[src/rtl/rst_pkg.sv]
// Package for the reset initialization sequencer: constants and carrier types
`default_nettype none
package rst_pkg;
  // Timing in sync clock periods
  localparam int RST_IN_MIN_SYNC = 32;
  localparam int RST_POR_MIN = 32;
  localparam int RST_OUT_MIN_SYNC = 512;
  localparam int RST_SOFT_LAG_SYNC = 16;
  localparam int RST_STRAP_SETUP = 4;
  localparam int RST_STRAP_ON_SYNC = 1;
  // PLL lock bound and system clock rate
  localparam int RST_CLK_MHZ = 250;
  localparam int RST_PLL_LOCK_US = 100;
  localparam int RST_PLL_LOCK_CYC = RST_PLL_LOCK_US * RST_CLK_MHZ;
  // Strap release after hard reset assertion, ns; rounds down, at least one cycle
  localparam int RST_STRAP_OFF_NS = 4;
  localparam int RST_CLK_PERIOD_NS = 4;
  localparam int RST_STRAP_OFF_CYC =
    (RST_STRAP_OFF_NS / RST_CLK_PERIOD_NS) < 1 ? 1 : (RST_STRAP_OFF_NS / RST_CLK_PERIOD_NS);
  // Field widths
  localparam int RST_SRC_W = 3;
  localparam int RST_CNT_W = 16;
  localparam logic [2:0] RST_SRC_RESET = 3'h0;

  typedef struct packed {
    logic [RST_SRC_W-1:0] reset_source;
    logic clock_divider;
  } rst_strap_t;

  typedef enum logic [2:0] {
    RST_ST_POR, RST_ST_PLL, RST_ST_HARD, RST_ST_SOFT, RST_ST_RUN
  } rst_state_t;
endpackage
`default_nettype wire

[src/rtl/rst_sequencer.sv]
// Reset initialization sequencer: reset inputs, strap capture, reset outputs
// Notes on behaviour
// - Hard or soft reset input held 32 sync periods starts the reset flow.
// - Driven hard and soft reset outputs stay asserted at least 512 sync periods.
// - Soft reset negates at least 16 sync periods after hard reset negates.
// - Stop driving strap pins within 4 ns of hard reset assertion.
// - Resume strap pin drive at least 1 sync period after hard reset negation.
// - Power-on reset flow waits the PLL lock bound of 100 us; resets requested by an input skip the wait.
// - Host mode sync period is set by the sampled divider strap.
// - Primary clock from primary input in host, PCI clock in agent mode.
`timescale 1ns/1ps
`default_nettype none
module rst_sequencer
  import rst_pkg::*;
#(
  parameter int PLL_LOCK_CYC = RST_PLL_LOCK_CYC,
  parameter int DIV_LO = 2,
  parameter int DIV_HI = 4
) (
  input wire logic clk_sys,
  input wire logic sys_rst,
  input wire logic host_mode,
  input wire logic primary_clock_in,
  input wire logic pci_clock_in,
  input wire logic power_on_reset_n,
  input wire logic hard_reset_in_n,
  input wire logic soft_reset_in_n,
  input wire rst_strap_t strap_in,
  output logic hard_reset_n,
  output logic soft_reset_n,
  output logic strap_oe,
  output rst_strap_t strap_held,
  output logic sync_clock_out,
  output logic sync_tick,
  output logic reset_busy
);

  // ==========
  // Register state
  typedef struct packed {
    logic [1:0] por_s;
    logic [1:0] hrst_s;
    logic [1:0] srst_s;
    logic [1:0] host_s;
    logic [2:0] pri_s;
    logic [2:0] pci_s;
    rst_strap_t strap_s1;
    rst_strap_t strap_s2;
    rst_strap_t strap_q;
    logic [3:0] div_cnt;
    logic sync_clk;
    logic tick;
    logic [5:0] in_cnt;
    rst_state_t st;
    logic [RST_CNT_W-1:0] cnt;
    logic [RST_CNT_W-1:0] pll_cnt;
    logic hard_n;
    logic soft_n;
    logic oe;
    logic [1:0] oe_wait;
    logic busy;
  } rst_regs_t;

  rst_regs_t r;
  rst_regs_t next_r;

  // ==========
  // Helpers
  // Saturating count toward a limit
  function automatic logic [RST_CNT_W-1:0] rst_inc(input logic [RST_CNT_W-1:0] v);
    rst_inc = (v == {RST_CNT_W{1'b1}}) ? v : v + 16'h0001;
  endfunction

  // ==========
  // Input sampling and sync clock
  logic pri_rise;
  logic pci_rise;
  logic src_rise;
  logic [3:0] half_div;

  always_comb begin
    pri_rise = r.pri_s[1] & ~r.pri_s[2];
    pci_rise = r.pci_s[1] & ~r.pci_s[2];
    // Host: sync clock divided from primary by captured strap; agent: PCI clock
    src_rise = r.host_s[1] ? pri_rise : pci_rise;
    half_div = r.strap_q.clock_divider ? 4'(DIV_HI) : 4'(DIV_LO);
    next_r = r;
    next_r.por_s = {r.por_s[0], power_on_reset_n};
    next_r.hrst_s = {r.hrst_s[0], hard_reset_in_n};
    next_r.srst_s = {r.srst_s[0], soft_reset_in_n};
    next_r.host_s = {r.host_s[0], host_mode};
    next_r.pri_s = {r.pri_s[1:0], primary_clock_in};
    next_r.pci_s = {r.pci_s[1:0], pci_clock_in};
    next_r.strap_s1 = strap_in;
    next_r.strap_s2 = r.strap_s1;
    next_r.tick = 1'b0;
    if (r.host_s[1]) begin
      // Divider counts primary rises per half sync period
      if (src_rise) begin
        if (r.div_cnt >= half_div - 4'h1) begin
          next_r.div_cnt = 4'h0;
          next_r.sync_clk = ~r.sync_clk;
          next_r.tick = ~r.sync_clk;
        end else begin
          next_r.div_cnt = r.div_cnt + 4'h1;
        end
      end
    end else begin
      next_r.sync_clk = r.pci_s[1];
      next_r.tick = pci_rise;
    end
    // ==========
    // Reset sequence
    if (!r.por_s[1]) begin
      // Power-on reset: track straps, board guarantees setup and hold
      next_r.strap_q = r.strap_s2;
      next_r.st = RST_ST_POR;
      next_r.hard_n = 1'b0;
      next_r.soft_n = 1'b0;
      next_r.oe = 1'b0;
      next_r.cnt = '0;
      next_r.pll_cnt = '0;
      next_r.in_cnt = 6'h00;
    end else begin
      if (r.tick) begin
        if (!r.hrst_s[1] || !r.srst_s[1]) begin
          if (r.in_cnt != 6'h3F) begin
            next_r.in_cnt = r.in_cnt + 6'h01;
          end
        end else begin
          next_r.in_cnt = 6'h00;
        end
      end
      case (r.st)
        RST_ST_POR: begin
          next_r.st = RST_ST_PLL;
        end
        RST_ST_PLL: begin
          // Wait out the lock bound before releasing anything
          next_r.pll_cnt = rst_inc(r.pll_cnt);
          if (32'(r.pll_cnt) >= PLL_LOCK_CYC - 1) begin
            next_r.st = RST_ST_HARD;
            next_r.cnt = '0;
          end
        end
        RST_ST_HARD: begin
          // Strap pins stay released for the whole hard reset
          next_r.hard_n = 1'b0;
          next_r.soft_n = 1'b0;
          next_r.oe = 1'b0;
          if (r.tick) begin
            next_r.cnt = rst_inc(r.cnt);
          end
          if (32'(r.cnt) >= RST_OUT_MIN_SYNC) begin
            next_r.hard_n = 1'b1;
            next_r.cnt = '0;
            next_r.oe_wait = 2'h0;
            next_r.st = RST_ST_SOFT;
          end
        end
        RST_ST_SOFT: begin
          // Straps back after two ticks, soft release after sixteen
          if (r.tick) begin
            next_r.cnt = rst_inc(r.cnt);
            if (32'(r.oe_wait) <= RST_STRAP_ON_SYNC) begin
              next_r.oe_wait = r.oe_wait + 2'h1;
            end
          end
          if (32'(r.oe_wait) > RST_STRAP_ON_SYNC) begin
            next_r.oe = 1'b1;
          end
          if (32'(r.cnt) >= RST_SOFT_LAG_SYNC) begin
            next_r.soft_n = 1'b1;
            next_r.st = RST_ST_RUN;
          end
        end
        RST_ST_RUN: begin
          // Shorter request pulses are ignored
          if (32'(r.in_cnt) >= RST_IN_MIN_SYNC) begin
            next_r.hard_n = 1'b0;
            next_r.soft_n = 1'b0;
            next_r.oe = 1'b0;
            next_r.cnt = '0;
            next_r.in_cnt = 6'h00;
            next_r.st = RST_ST_HARD;
          end
        end
        default: begin
          next_r.st = RST_ST_POR;
        end
      endcase
    end
    // Busy flag registered so the output comes from a flip-flop
    next_r.busy = (next_r.st != RST_ST_RUN);
  end

  // ==========
  // State register
  always_ff @(posedge clk_sys or posedge sys_rst) begin
    if (sys_rst) begin
      r <= '0;
      r.busy <= 1'b1;
    end else begin
      r <= next_r;
    end
  end

  // ==========
  // Outputs
  assign hard_reset_n = r.hard_n;
  assign soft_reset_n = r.soft_n;
  assign strap_oe = r.oe;
  assign strap_held = r.strap_q;
  assign sync_clock_out = r.sync_clk;
  assign sync_tick = r.tick;
  assign reset_busy = r.busy;

endmodule
`default_nettype wire

[config.mk]
export PLATFORM = sky130hd
export DESIGN_NAME = rst_sequencer
export DESIGN_NICKNAME = d
export VERILOG_FILES = /design/src/rtl/rst_pkg.sv /design/src/rtl/rst_sequencer.sv
export SDC_FILE = /design/constraint.sdc
export NUM_CORES = 1
export LEC_CHECK = 0
export ABC_AREA = 1
export ABC_CLOCK_PERIOD_IN_PS = 3900
export BUFFER_PORTS_ARGS = -buffer_cell sky130_fd_sc_hd__buf_2
export CAP_MARGIN = 20
export CELL_PAD_IN_SITES_DETAIL_PLACEMENT = 2
export CELL_PAD_IN_SITES_GLOBAL_PLACEMENT = 2
export CORE_MARGIN = 2
export CORE_UTILIZATION = 38
export CTS_BUF_LIST = sky130_fd_sc_hd__clkbuf_4
export DETAILED_ROUTE_END_ITERATION = 8
export GPL_TIMING_DRIVEN = 0
export PLACE_DENSITY = 0.9
export SLEW_MARGIN = 10
export SYNTH_ARGS = -nofsm -noshare
export SYNTH_HDL_FRONTEND = slang
export SYNTH_SLANG_ARGS = --single-unit
[constraint.sdc]
create_clock -name clk_sys -period 3.9 [get_ports clk_sys]
set_input_delay 1.17 -clock clk_sys [delete_from_list [all_inputs] [get_ports clk_sys]]
set_output_delay 1.17 -clock clk_sys [all_outputs]
set_load 0.02 [all_outputs]
==> impl_metrics.ini, run 1 <==
[logic_synthesis]
synth.yosys.warnings = 0
synth.mux.area_fraction_pct = 0
netlist_top_cells_area = sky130_fd_sc_hd__dfrtp_1, sky130_fd_sc_hd__nand2_1, sky130_fd_sc_hd__nand3_1
synth_top_cell_area_share_pct = 46.3
postSynthAreaPerCell_um2 = 7.78
postSynthNetCount = 562
synth-seq-cells = 79
synth_cells = 542
yosysUniqueCellTypes = 38
syn_std_cell_area_um2 = 4220
synth_simple_gate_area_share_pct = 32.7
synth_top_cell_by_area = sky130_fd_sc_hd__dfrtp_1
largest_family_of_logic_cells_by_synthesized_area = simple AND/OR/NAND/NOR gates
synth-xor-area-share_pct = 2.70
synth.yosys.seq_area_share_pct = 46.9
fraction_of_the_mapped_netlist_area_in_compound_gates_pct = 6.58
synth_adder_area_share_pct = 2.37

[worst_setup_path]
timing.critical_path.arrival_ns = 1.17
timing.critical_path.depth = 1
worst-r2r-cell-count = 11
cp_cell_sequence = buf_2
type_of_the_worst_setup_path = reg2out
path_buf_inv = 1
critPathTopFamily = flip-flops
timing.critical_path.from_type = register
cp.required_ns = 2.73
critical_path.max_fanout = 1
highest_delay_cell_along_the_critical_path = sky130_fd_sc_hd__dfstp_2
critical_path.endpoint_type = output port
timing.critical_path.slowest_cell_delay_ns = 0.55

[sta]
setup_repair_after_global_routing_missed_its_margin = no
max_clock_freq_ghz = 0.428
final.period_utilization_pct = 60.0
report.final.slew_viol_count = 0
relSlewSlack_pct = 52.6
final.setup.worst_slack_ns = 1.56
clock-skew-final_ns = 0.0292
timing.final.crit_period_ns = 2.34
final-setup-viol-count = 0
final.setup.tns_ns = 0
hold_violations = 0
tightest_slew_ns = 0.703

[global_routing]
globalRouteTotalUtil_pct = 23.4
grt_max_degree = 65
grt_pass1_vias = 4198
grt_overflow = 0
global_route_wire_length_before_repair_mm = 21.4
grt_antenna_before_repair = 0

[cells_and_area]
nNetsFinal = 595
largest_register_ffs = 57
insertedDiodeCount = 0
largest_register = r
share_of_final_layout_standard_cells_stronger_than_drive_strength_1_pct = 12.6
post_layout_nonfiller_instances = 719
area_delta_synth_final_pct = 10.6

[cts]
h-tree-depth = 3
post_cts_resized = 0
max-clock-path-buffers = 2
cts_hold_repair.buffers = 0
buffer_type_at_the_clock_tree_root = sky130_fd_sc_hd__clkbuf_4
number_of_buffers_created_by_cts = 9
clock_latency_ns = 0.46
tritoncts = yes
clock_sinks = 79
cts_setup_buffers = 0
path_clk_slew_ns = 0.15

[placed_design]
io_buffers = 21
detailedPlacementHpwl_mm = 9.70
preCtsSetupSlack_ns = 1.98
gp_congestion = 0.819
placed_cells_incl_taps = 704

[die]
floorplan.die_area_um2 = 12000
floorplan.rows = 38
start_util_pct = 38.9
die-height_um = 109
die_x_um = 109
fp.coreArea_um2 = 10800
io_pins = 22

[routing]
drtPass1Iterations = 4
wl_mm = 12.8
drcViolationCount = 0
avgViaCountPerCell = 5.29
drt_first_iter_violations = 86
ant_nets = 0
routed_wire_length_per_instance_um = 17.8
routed-via-count = 3800

[power]
leakagePower_nw = 2.31
pwr_density_cell_nw_per_um2 = 344
max-vdd-ir-drop_v = 0.000276
power_mw = 1.60

[flow_run]
drv.max_cap_violation_count = 0

[outcome]
outcome = completed

[min_path]
min_path_type = reg2reg
hold_path_depth = 0
==> final cells by class <==
class	count	area [µm²]
clock buffer	9	67.6
buffer	14	97.6
multi-input combinational	376	1870
inverter	73	277
sequential	79	1980
timing repair buffer	22	133
tap	140	175
fill	1254	6170
clock inverter	6	68.8
==> per-stage QoR <==
| step | area [µm²] | util (%) | hold WS (ns) |
|---|---|---|---|
| after floorplan | 4220 | - | 0.331 |
| after detailed placement | 4530 | 41.8 | 0.338 |
| final | 4670 | 43.0 | 0.366 |
| after global placement | 4500 | 41.5 | 0.334 |
| after global routing | 4670 | 43.0 | 0.382 |
| after CTS | 4670 | 43.0 | 0.370 |
==> synthesized netlist by cell type, drive strengths merged <==
master    n
clkinv    2
a22oi     1
nand3    54
nand4    20
a211oi    3
o211ai    1
ha        8
xor2     10
o21a      1
o21ai    20
a21oi     7
o31ai     6
inv      71
o21bai    3
or2       3
nor2     47
dfrtp    78
nor3     13
xnor2     3
buf      13
a31oi     1
nand2   173
clkbuf    1
o22ai     2
dfstp     1
==> power by group <==
part | internal, mW | switching (mW) | leakage, nW | total [mW]
logic | 0.0645 | 0.134 | 1.21 | 0.199
clock network | 0.197 | 0.318 | 0.0744 | 0.514
registers | 0.859 | 0.0327 | 1.03 | 0.892
==> worst paths after layout <==
check | endpoint | start | slack, ns
worst min-delay path | r[60]$_DFF_PP0_ | next_r[60]$_DFF_PP0_ | 0.37
max in group asynchronous | reset_busy$_DFF_PP1_ | sys_rst | 2.64
worst max-delay path | reset_busy | reset_busy$_DFF_PP1_ | 1.56
worst max register to register | r[26]$_DFFE_PP0P_ | r[6]$_DFFE_PP0P_ | 1.94
min in group asynchronous | r[41]$_DFF_PP0_ | sys_rst | 0.64
worst min register to register | r[60]$_DFF_PP0_ | next_r[60]$_DFF_PP0_ | 0.37
==> metal layers <==
metal  track usage (%)  part of all wire (%)  vias to the layer above  routed length, µm
met5                 0                     0                        -                  0
met4              8.41                   1.8                        0                232
met2              41.6                    52                       30               6650
met3              3.08                   1.6                       18                200
met1              28.9                    45                     1959               5720
li1                  -                     -                     1793                  -
==> cell usage in the layout (no fill, tap or decap), types with 3 or more instances in the layout <==
master                     netlist  layout
sky130_fd_sc_hd__nand2_1       171     171
sky130_fd_sc_hd__dfrtp_1        78      78
sky130_fd_sc_hd__inv_1          68      67
sky130_fd_sc_hd__nand3_1        51      51
sky130_fd_sc_hd__nor2_1         41      41
sky130_fd_sc_hd__buf_2           3      24
sky130_fd_sc_hd__nand4_1        18      18
sky130_fd_sc_hd__o21ai_0        16      16
sky130_fd_sc_hd__nor3_1         11      11
sky130_fd_sc_hd__xor2_1         10      10
sky130_fd_sc_hd__clkbuf_4        0       9
sky130_fd_sc_hd__ha_1            8       8
sky130_fd_sc_hd__a21oi_1         6       6
sky130_fd_sc_hd__o31ai_1         6       6
sky130_fd_sc_hd__buf_4           5       5
sky130_fd_sc_hd__nor2_4          3       3
sky130_fd_sc_hd__nor2_2          3       3
sky130_fd_sc_hd__or2_2           3       3
sky130_fd_sc_hd__inv_2           3       3
sky130_fd_sc_hd__clkinv_1        2       3
sky130_fd_sc_hd__a211oi_1        3       3
sky130_fd_sc_hd__buf_6           3       3
sky130_fd_sc_hd__xnor2_1         3       3
sky130_fd_sc_hd__o21bai_1        3       3
sky130_fd_sc_hd__nand3_2         3       3
==> logic make-up after synthesis <==
logic type | after synthesis
and+or+nand+nor | 310
xor gates and xnor gates | 13
AOI/OAI and AO/OA | 45
adders and majority gates | 8
DFF | 79
buffers and inverters | 87
Note: power is estimated with default switching activity, not from simulation.
==> inputs of run 2 (changes only) <==
--- a/config.mk
+++ b/config.mk
@@ -6,7 +6,7 @@
 export NUM_CORES = 1
 export LEC_CHECK = 0
 export ABC_AREA = 1
-export ABC_CLOCK_PERIOD_IN_PS = 3900
+export ABC_CLOCK_PERIOD_IN_PS = 2200
 export BUFFER_PORTS_ARGS = -buffer_cell sky130_fd_sc_hd__buf_2
 export CAP_MARGIN = 20
 export CELL_PAD_IN_SITES_DETAIL_PLACEMENT = 2
==> constraint.sdc (replaced) <==
create_clock -name clk_sys -period 2.2 [get_ports clk_sys]
set_input_delay 0.66 -clock clk_sys [delete_from_list [all_inputs] [get_ports clk_sys]]
set_output_delay 0.66 -clock clk_sys [all_outputs]
set_load 0.02 [all_outputs]
==> run 2 against run 1 <==
Sequential share of layout area decreased by 0.48 points. Worst setup slack got worse by 1.4 ns. Wire length increased by 17%. Critical path type is now reg2reg. Critical endpoint is now r[16]$_DFFE_PP0P_. Largest cell class unchanged. Largest power group unchanged.
==> impl_metrics.ini, run 2 (synthesized netlist as in run 1, its figures left out) <==
[outcome]
outcome = completed

[power]
leakagePower_nw = 2.34
pwr_density_cell_nw_per_um2 = 662
max-vdd-ir-drop_v = 0.000392
seq_power_share_pct = 50.8
power.switching_mw = 0.995
power_switching_share_pct = 31.9
combPwrFrac_pct = 12.3
clock_power_share_pct = 37.0
cellInternalPower_mw = 2.13

[routing]
routed_wire_length_per_instance_um = 20.7
avgViaCountPerCell = 5.41
drtPass1Iterations = 4
routed-via-count = 3899
wl_mm = 14.9
ant_nets = 0
drcViolationCount = 0
drt_first_iter_violations = 196

[cells_and_area]
final_common_cell = sky130_fd_sc_hd__nand2_1
most-common-layout-cells = sky130_fd_sc_hd__nand2_1, sky130_fd_sc_hd__dfrtp_1, sky130_fd_sc_hd__inv_1
largest_register_ffs = 57
insertedDiodeCount = 0
fillers = 1256
largest_register = r
area_delta_synth_final_pct = 11.9
share_of_final_layout_standard_cells_stronger_than_drive_strength_1_pct = 13.3
nNetsFinal = 596

[global_routing]
grt_overflow = 0
grt_pass1_vias = 4429
grt_antenna_before_repair = 0
grt_max_degree = 36
globalRouteTotalUtil_pct = 27.3
global_route_wire_length_before_repair_mm = 24.2

[cts]
path_clk_slew_ns = 0.18
max-clock-path-buffers = 2
clock_latency_ns = 0.50
buffer_type_at_the_clock_tree_root = sky130_fd_sc_hd__clkbuf_4
number_of_buffers_created_by_cts = 9
cts_hold_repair.buffers = 0
h-tree-depth = 3
clock_sinks = 79
tritoncts = yes

[sta]
clock-skew-final_ns = 0.0383
setup_repair_after_global_routing_missed_its_margin = no
worst_hold_slack_after_final_layout_ns = 0.159
final.period_utilization_pct = 93.0
timing.final.crit_period_ns = 2.05
final.setup.tns_ns = 0
hold_violations = 0
report.final.slew_viol_count = 0
final-setup-viol-count = 0
max_clock_freq_ghz = 0.489
relSlewSlack_pct = 61.5
tightest_slew_ns = 0.578

[die]
io_pins = 22
die_x_um = 109
die-height_um = 109
floorplan.die_area_um2 = 12000
start_util_pct = 38.9
floorplan.rows = 38
fp.coreArea_um2 = 10800

[min_path]
min_path_type = in2async

[worst_setup_path]
regToRegSetupSlack_ns = 0.15
critical_path.endpoint_type = register
type_of_the_worst_setup_path = reg2reg
critical_path.max_fanout = 10
timing.critical_path.arrival_ns = 2.46
critical_path.reg2reg.endpoint = r[16]$_DFFE_PP0P_
timing.critical_path.from_type = register
worst-r2r-cell-count = 11
cp.required_ns = 2.61
reg2reg_from = r[7]$_DFFE_PP0P_

[placed_design]
gp_congestion = 0.813
io_buffers = 21
detailedPlacementHpwl_mm = 10.4

[flow_run]
drv.max_cap_violation_count = 0
## run 2: cell types whose count changed in the layout (fill, tap and decap cells not counted)
cell,previous run,this run
sky130_fd_sc_hd__buf_12,0,2
sky130_fd_sc_hd__inv_1,67,66
sky130_fd_sc_hd__clkinv_4,2,1
sky130_fd_sc_hd__o21ai_1,2,4
sky130_fd_sc_hd__clkinv_1,3,2
sky130_fd_sc_hd__inv_8,0,2
sky130_fd_sc_hd__bufinv_16,1,2
sky130_fd_sc_hd__inv_4,1,0
sky130_fd_sc_hd__clkinvlp_4,0,1
sky130_fd_sc_hd__o21ai_0,16,14
sky130_fd_sc_hd__inv_2,3,4
sky130_fd_sc_hd__buf_16,1,0
## run 2: how the worst max path moves through the flow
stage | start | endpoint
final | r[7]$_DFFE_PP0P_ | r[16]$_DFFE_PP0P_
after global routing | r[7]$_DFFE_PP0P_ | r[25]$_DFFE_PP0P_
after CTS | r[6]$_DFFE_PP0P_ | r[34]$_DFFE_PP0P_
after detailed placement | r[41]$_DFF_PP0_ | r[46]$_DFF_PP0_
after global placement | sys_rst | r[29]$_DFFE_PP0P_
after floorplan | sys_rst | hard_reset_n$_DFFE_PP0P_
## run 2: per-layer routing
metal	part of all wire [%]	up-vias	GRT usage (%)
li1	-	1803	-
met1	42	1999	33.4
met4	3.2	0	13.0
met3	2.4	31	4.21
met2	53	66	47.2
met5	0	-	0
## run 2: worst max-delay path: stages, from the launching register on
cell,delay [ns]
sky130_fd_sc_hd__dfrtp_1,0.43
sky130_fd_sc_hd__ha_1,0.25
sky130_fd_sc_hd__nand3_1,0.22
sky130_fd_sc_hd__inv_2,0.14
sky130_fd_sc_hd__nand2_1,0.11
sky130_fd_sc_hd__clkinv_1,0.06
sky130_fd_sc_hd__nand4_1,0.08
sky130_fd_sc_hd__nand2_1,0.14
sky130_fd_sc_hd__buf_6,0.17
sky130_fd_sc_hd__buf_6,0.17
sky130_fd_sc_hd__nand2_1,0.08
sky130_fd_sc_hd__nand2_1,0.10
## run 2: cell type report
| type | instances | area (µm²) | area share [%] |
|---|---|---|---|
| flip-flops and latches | 79 | 1980 | 41.9 |
| multi-input cells | 376 | 1870 | 39.6 |
| inverters | 73 | 278 | 5.89 |
| well taps | 140 | 175 | 3.71 |
| repair buffers | 23 | 145 | 3.08 |
| clock inverters | 7 | 109 | 2.31 |
| plain buffers | 14 | 97.6 | 2.07 |
| clock buffers | 9 | 67.6 | 1.43 |
## run 2: power by group through the flow
stage | Clock, mW | Combinational [mW] | Sequential, mW
3_5_place_dp | 0 | 0.375 | 1.61
6_report | 1.16 | 0.383 | 1.59
2_1_floorplan | 0 | 0.230 | 1.60
3_3_place_gp | 0 | 0.315 | 1.60
5_1_grt | 1.24 | 0.430 | 1.59
4_1_cts | 1.18 | 0.386 | 1.59
## run 2: per-stage QoR
step | instance area (µm²) | total power, mW | cells | setup slack [ns] | utilization (%)
finish | 4720 | 3.12 | 721 | 0.155 | 43.5
global route | 4720 | 3.26 | 721 | 0.0234 | 43.5
CTS | 4720 | 3.15 | 721 | 0.0115 | 43.5
detailed placement | 4540 | 1.99 | 705 | 0.225 | 41.9
global placement | 4500 | 1.91 | 703 | 0.0258 | 41.5
floorplan | 4220 | 1.83 | 542 | 0.645 | -
## run 2: what timing repair did
item,CTS,global route
gates resized for setup,0,3
endpoints found under the setup margin,0,6
setup buffers,0,0
==> inputs of run 3 (changes only) <==
--- a/config.mk
+++ b/config.mk
@@ -6,17 +6,17 @@
 export NUM_CORES = 1
 export LEC_CHECK = 0
 export ABC_AREA = 1
-export ABC_CLOCK_PERIOD_IN_PS = 2200
+export ABC_CLOCK_PERIOD_IN_PS = 1650
 export BUFFER_PORTS_ARGS = -buffer_cell sky130_fd_sc_hd__buf_2
 export CAP_MARGIN = 20
 export CELL_PAD_IN_SITES_DETAIL_PLACEMENT = 2
 export CELL_PAD_IN_SITES_GLOBAL_PLACEMENT = 2
 export CORE_MARGIN = 2
-export CORE_UTILIZATION = 38
+export CORE_UTILIZATION = 34
 export CTS_BUF_LIST = sky130_fd_sc_hd__clkbuf_4
 export DETAILED_ROUTE_END_ITERATION = 8
 export GPL_TIMING_DRIVEN = 0
-export PLACE_DENSITY = 0.9
+export PLACE_DENSITY = 0.86
 export SLEW_MARGIN = 10
 export SYNTH_ARGS = -nofsm -noshare
 export SYNTH_HDL_FRONTEND = slang
==> constraint.sdc (replaced) <==
create_clock -name clk_sys -period 1.65 [get_ports clk_sys]
set_input_delay 0.495 -clock clk_sys [delete_from_list [all_inputs] [get_ports clk_sys]]
set_output_delay 0.495 -clock clk_sys [all_outputs]
set_load 0.02 [all_outputs]
==> run 3 against run 2 <==
The flow now finishes with violations (negative setup slack). Flip-flop and latch count did not move. Non-clock buffer count increased by 49. Total power grew 32%. Largest cell class is now multi-input gates. Largest power group unchanged.
==> impl_metrics.ini, run 3 (synthesized netlist as in run 1, its figures left out) <==
[placed_design]
io_buffers = 21
gp_congestion = 0.799
detailedPlacementHpwl_mm = 9.55

[outcome]
violated_checks = negative setup slack
outcome = complete, but fails checks

[sta]
max_clock_freq_ghz = 0.536
worst_hold_slack_after_final_layout_ns = 0.0827
clock-skew-final_ns = 0.0370
timing.final.crit_period_ns = 1.86
report.final.slew_viol_count = 0
setup_repair_after_global_routing_missed_its_margin = yes
relSlewSlack_pct = 48.8
final.period_utilization_pct = 113
final.setup.worst_slack_ns = -0.214
final-setup-viol-count = 40
tightest_slew_ns = 0.766
hold_violations = 0

[global_routing]
grt_antenna_before_repair = 0
global_route_wire_length_before_repair_mm = 23.9
grt_pass1_vias = 4476
grt_overflow = 0
grt_max_degree = 33
globalRouteTotalUtil_pct = 23.5

[die]
start_util_pct = 35.0
floorplan.rows = 40
floorplan.die_area_um2 = 13300
die-height_um = 115
die_x_um = 115
fp.coreArea_um2 = 12100
io_pins = 22

[worst_setup_path]
cp.required_ns = 2.08
critical_path.reg2reg.endpoint = r[29]$_DFFE_PP0P_
reg2reg_from = r[6]$_DFFE_PP0P_
critical_path.startpoint = r[6]$_DFFE_PP0P_
critical_path.max_fanout = 10
type_of_the_worst_setup_path = reg2reg
regToRegSetupSlack_ns = -0.21
timing.critical_path.arrival_ns = 2.29
timing.critical_path.from_type = register
critical_path.endpoint_type = register
worstSetupEndpoint = r[29]$_DFFE_PP0P_
worst-r2r-cell-count = 11

[routing]
routed_wire_length_per_instance_um = 24.9
routed-via-count = 4352
drtPass1Iterations = 5
drt_first_iter_violations = 282
drcViolationCount = 0
avgViaCountPerCell = 5.45
wl_mm = 19.8
ant_nets = 0

[cells_and_area]
area_delta_synth_final_pct = 31.1
nNetsFinal = 645
final_common_cell = sky130_fd_sc_hd__nand2_1
insertedDiodeCount = 0
largest_register = r
most-common-layout-cells = sky130_fd_sc_hd__nand2_1, sky130_fd_sc_hd__inv_1, sky130_fd_sc_hd__dfrtp_1
share_of_final_layout_standard_cells_stronger_than_drive_strength_1_pct = 33.5
largest_register_ffs = 57

[power]
leakagePower_nw = 2.64
pwr_density_cell_nw_per_um2 = 744
max-vdd-ir-drop_v = 0.00104
power_mw = 4.11

[cts]
max-clock-path-buffers = 2
clock_latency_ns = 0.52
h-tree-depth = 3
number_of_buffers_created_by_cts = 9
buffer_type_at_the_clock_tree_root = sky130_fd_sc_hd__clkbuf_4
path_clk_slew_ns = 0.18
tritoncts = yes
clock_sinks = 79

[min_path]
min_path_type = in2reg

[flow_run]
drv.max_cap_violation_count = 0
[run 3: cell count changes in the layout (fill, tap and decap cells not counted), sizes merged]
cell | previous run | this run
bufinv | 2 | 0
buf | 36 | 82
clkinvlp | 1 | 3
clkbuf | 10 | 13
[run 3: worst max-delay path, cell delays in order, from the launching register on]
cell                      delay [ns]
sky130_fd_sc_hd__dfrtp_1        0.47
sky130_fd_sc_hd__ha_4           0.20
sky130_fd_sc_hd__nand2_1        0.09
sky130_fd_sc_hd__nand2_1        0.08
sky130_fd_sc_hd__nand2_1        0.09
sky130_fd_sc_hd__nand2_2        0.07
sky130_fd_sc_hd__nand2_2        0.08
sky130_fd_sc_hd__nand4_1        0.17
sky130_fd_sc_hd__nand2_2        0.18
sky130_fd_sc_hd__buf_8          0.16
sky130_fd_sc_hd__nand2_1        0.08
sky130_fd_sc_hd__nand2_1        0.10
[run 3: area by class of cell]
cell class	instances	area, µm²
sequential	79	2000
buffer	10	91.3
multi-input combinational	376	2220
tap	168	210
timing repair buffer	76	604
clock inverter	7	56.3
inverter	73	280
clock buffer	9	67.6
fill	1351	6530
[run 3: power breakdown]
part / total (mW) / switching (mW) / internal (mW)
logic: 0.780 / 0.463 / 0.316
registers: 2.13 / 0.100 / 2.03
clock network: 1.20 / 0.874 / 0.326
[run 3: worst min-delay path by stage]
stage                                     from              endpoint  slack, ns  depth (start not counted)
final                             pci_clock_in  next_r[66]$_DFF_PP0_       0.08                          1
after global routing                 host_mode  next_r[72]$_DFF_PP0_       0.06                          1
after CTS                         pci_clock_in  next_r[66]$_DFF_PP0_       0.10                          1
after floorplan           next_r[66]$_DFF_PP0_  next_r[67]$_DFF_PP0_       0.33                          0
after global placement    next_r[69]$_DFF_PP0_  next_r[70]$_DFF_PP0_       0.33                          0
after detailed placement  next_r[57]$_DFF_PP0_       r[57]$_DFF_PP0_       0.34                          0
[run 3: repair_timing]
| action | 4_1_cts | 5_1_grt |
|---|---|---|
| gates cloned | 1 | 2 |
| setup buffers | 15 | 35 |
| gates resized for setup | 48 | 92 |
| hold buffers | 0 | 0 |
| pin swaps | 5 | 15 |
| endpoints found under the setup margin | 45 | 53 |
[run 3: metal layers]
layer	wire length, µm	share of wire (%)	vias up	GRT usage (%)
li1	-	-	1900	-
met1	8010	40	2268	28.1
met2	10400	52	141	42.5
met3	860	4.3	43	3.58
met4	555	2.8	0	8.76
met5	0	0	-	0
[run 3: per-stage QoR]
step                      worst slack (ns)  setup TNS, ns  cells  instance area, µm²  util, %
after floorplan                      0.120              0    542                4220        -
after global routing                -0.263          -7.30    798                5530     45.9
after CTS                          -0.0308        -0.0817    765                4990     41.3
final                               -0.214          -4.75    798                5530     45.9
after global placement              -0.362         -29.16    731                4540     37.6
after detailed placement            -0.387          -5.34    733                4590     38.0
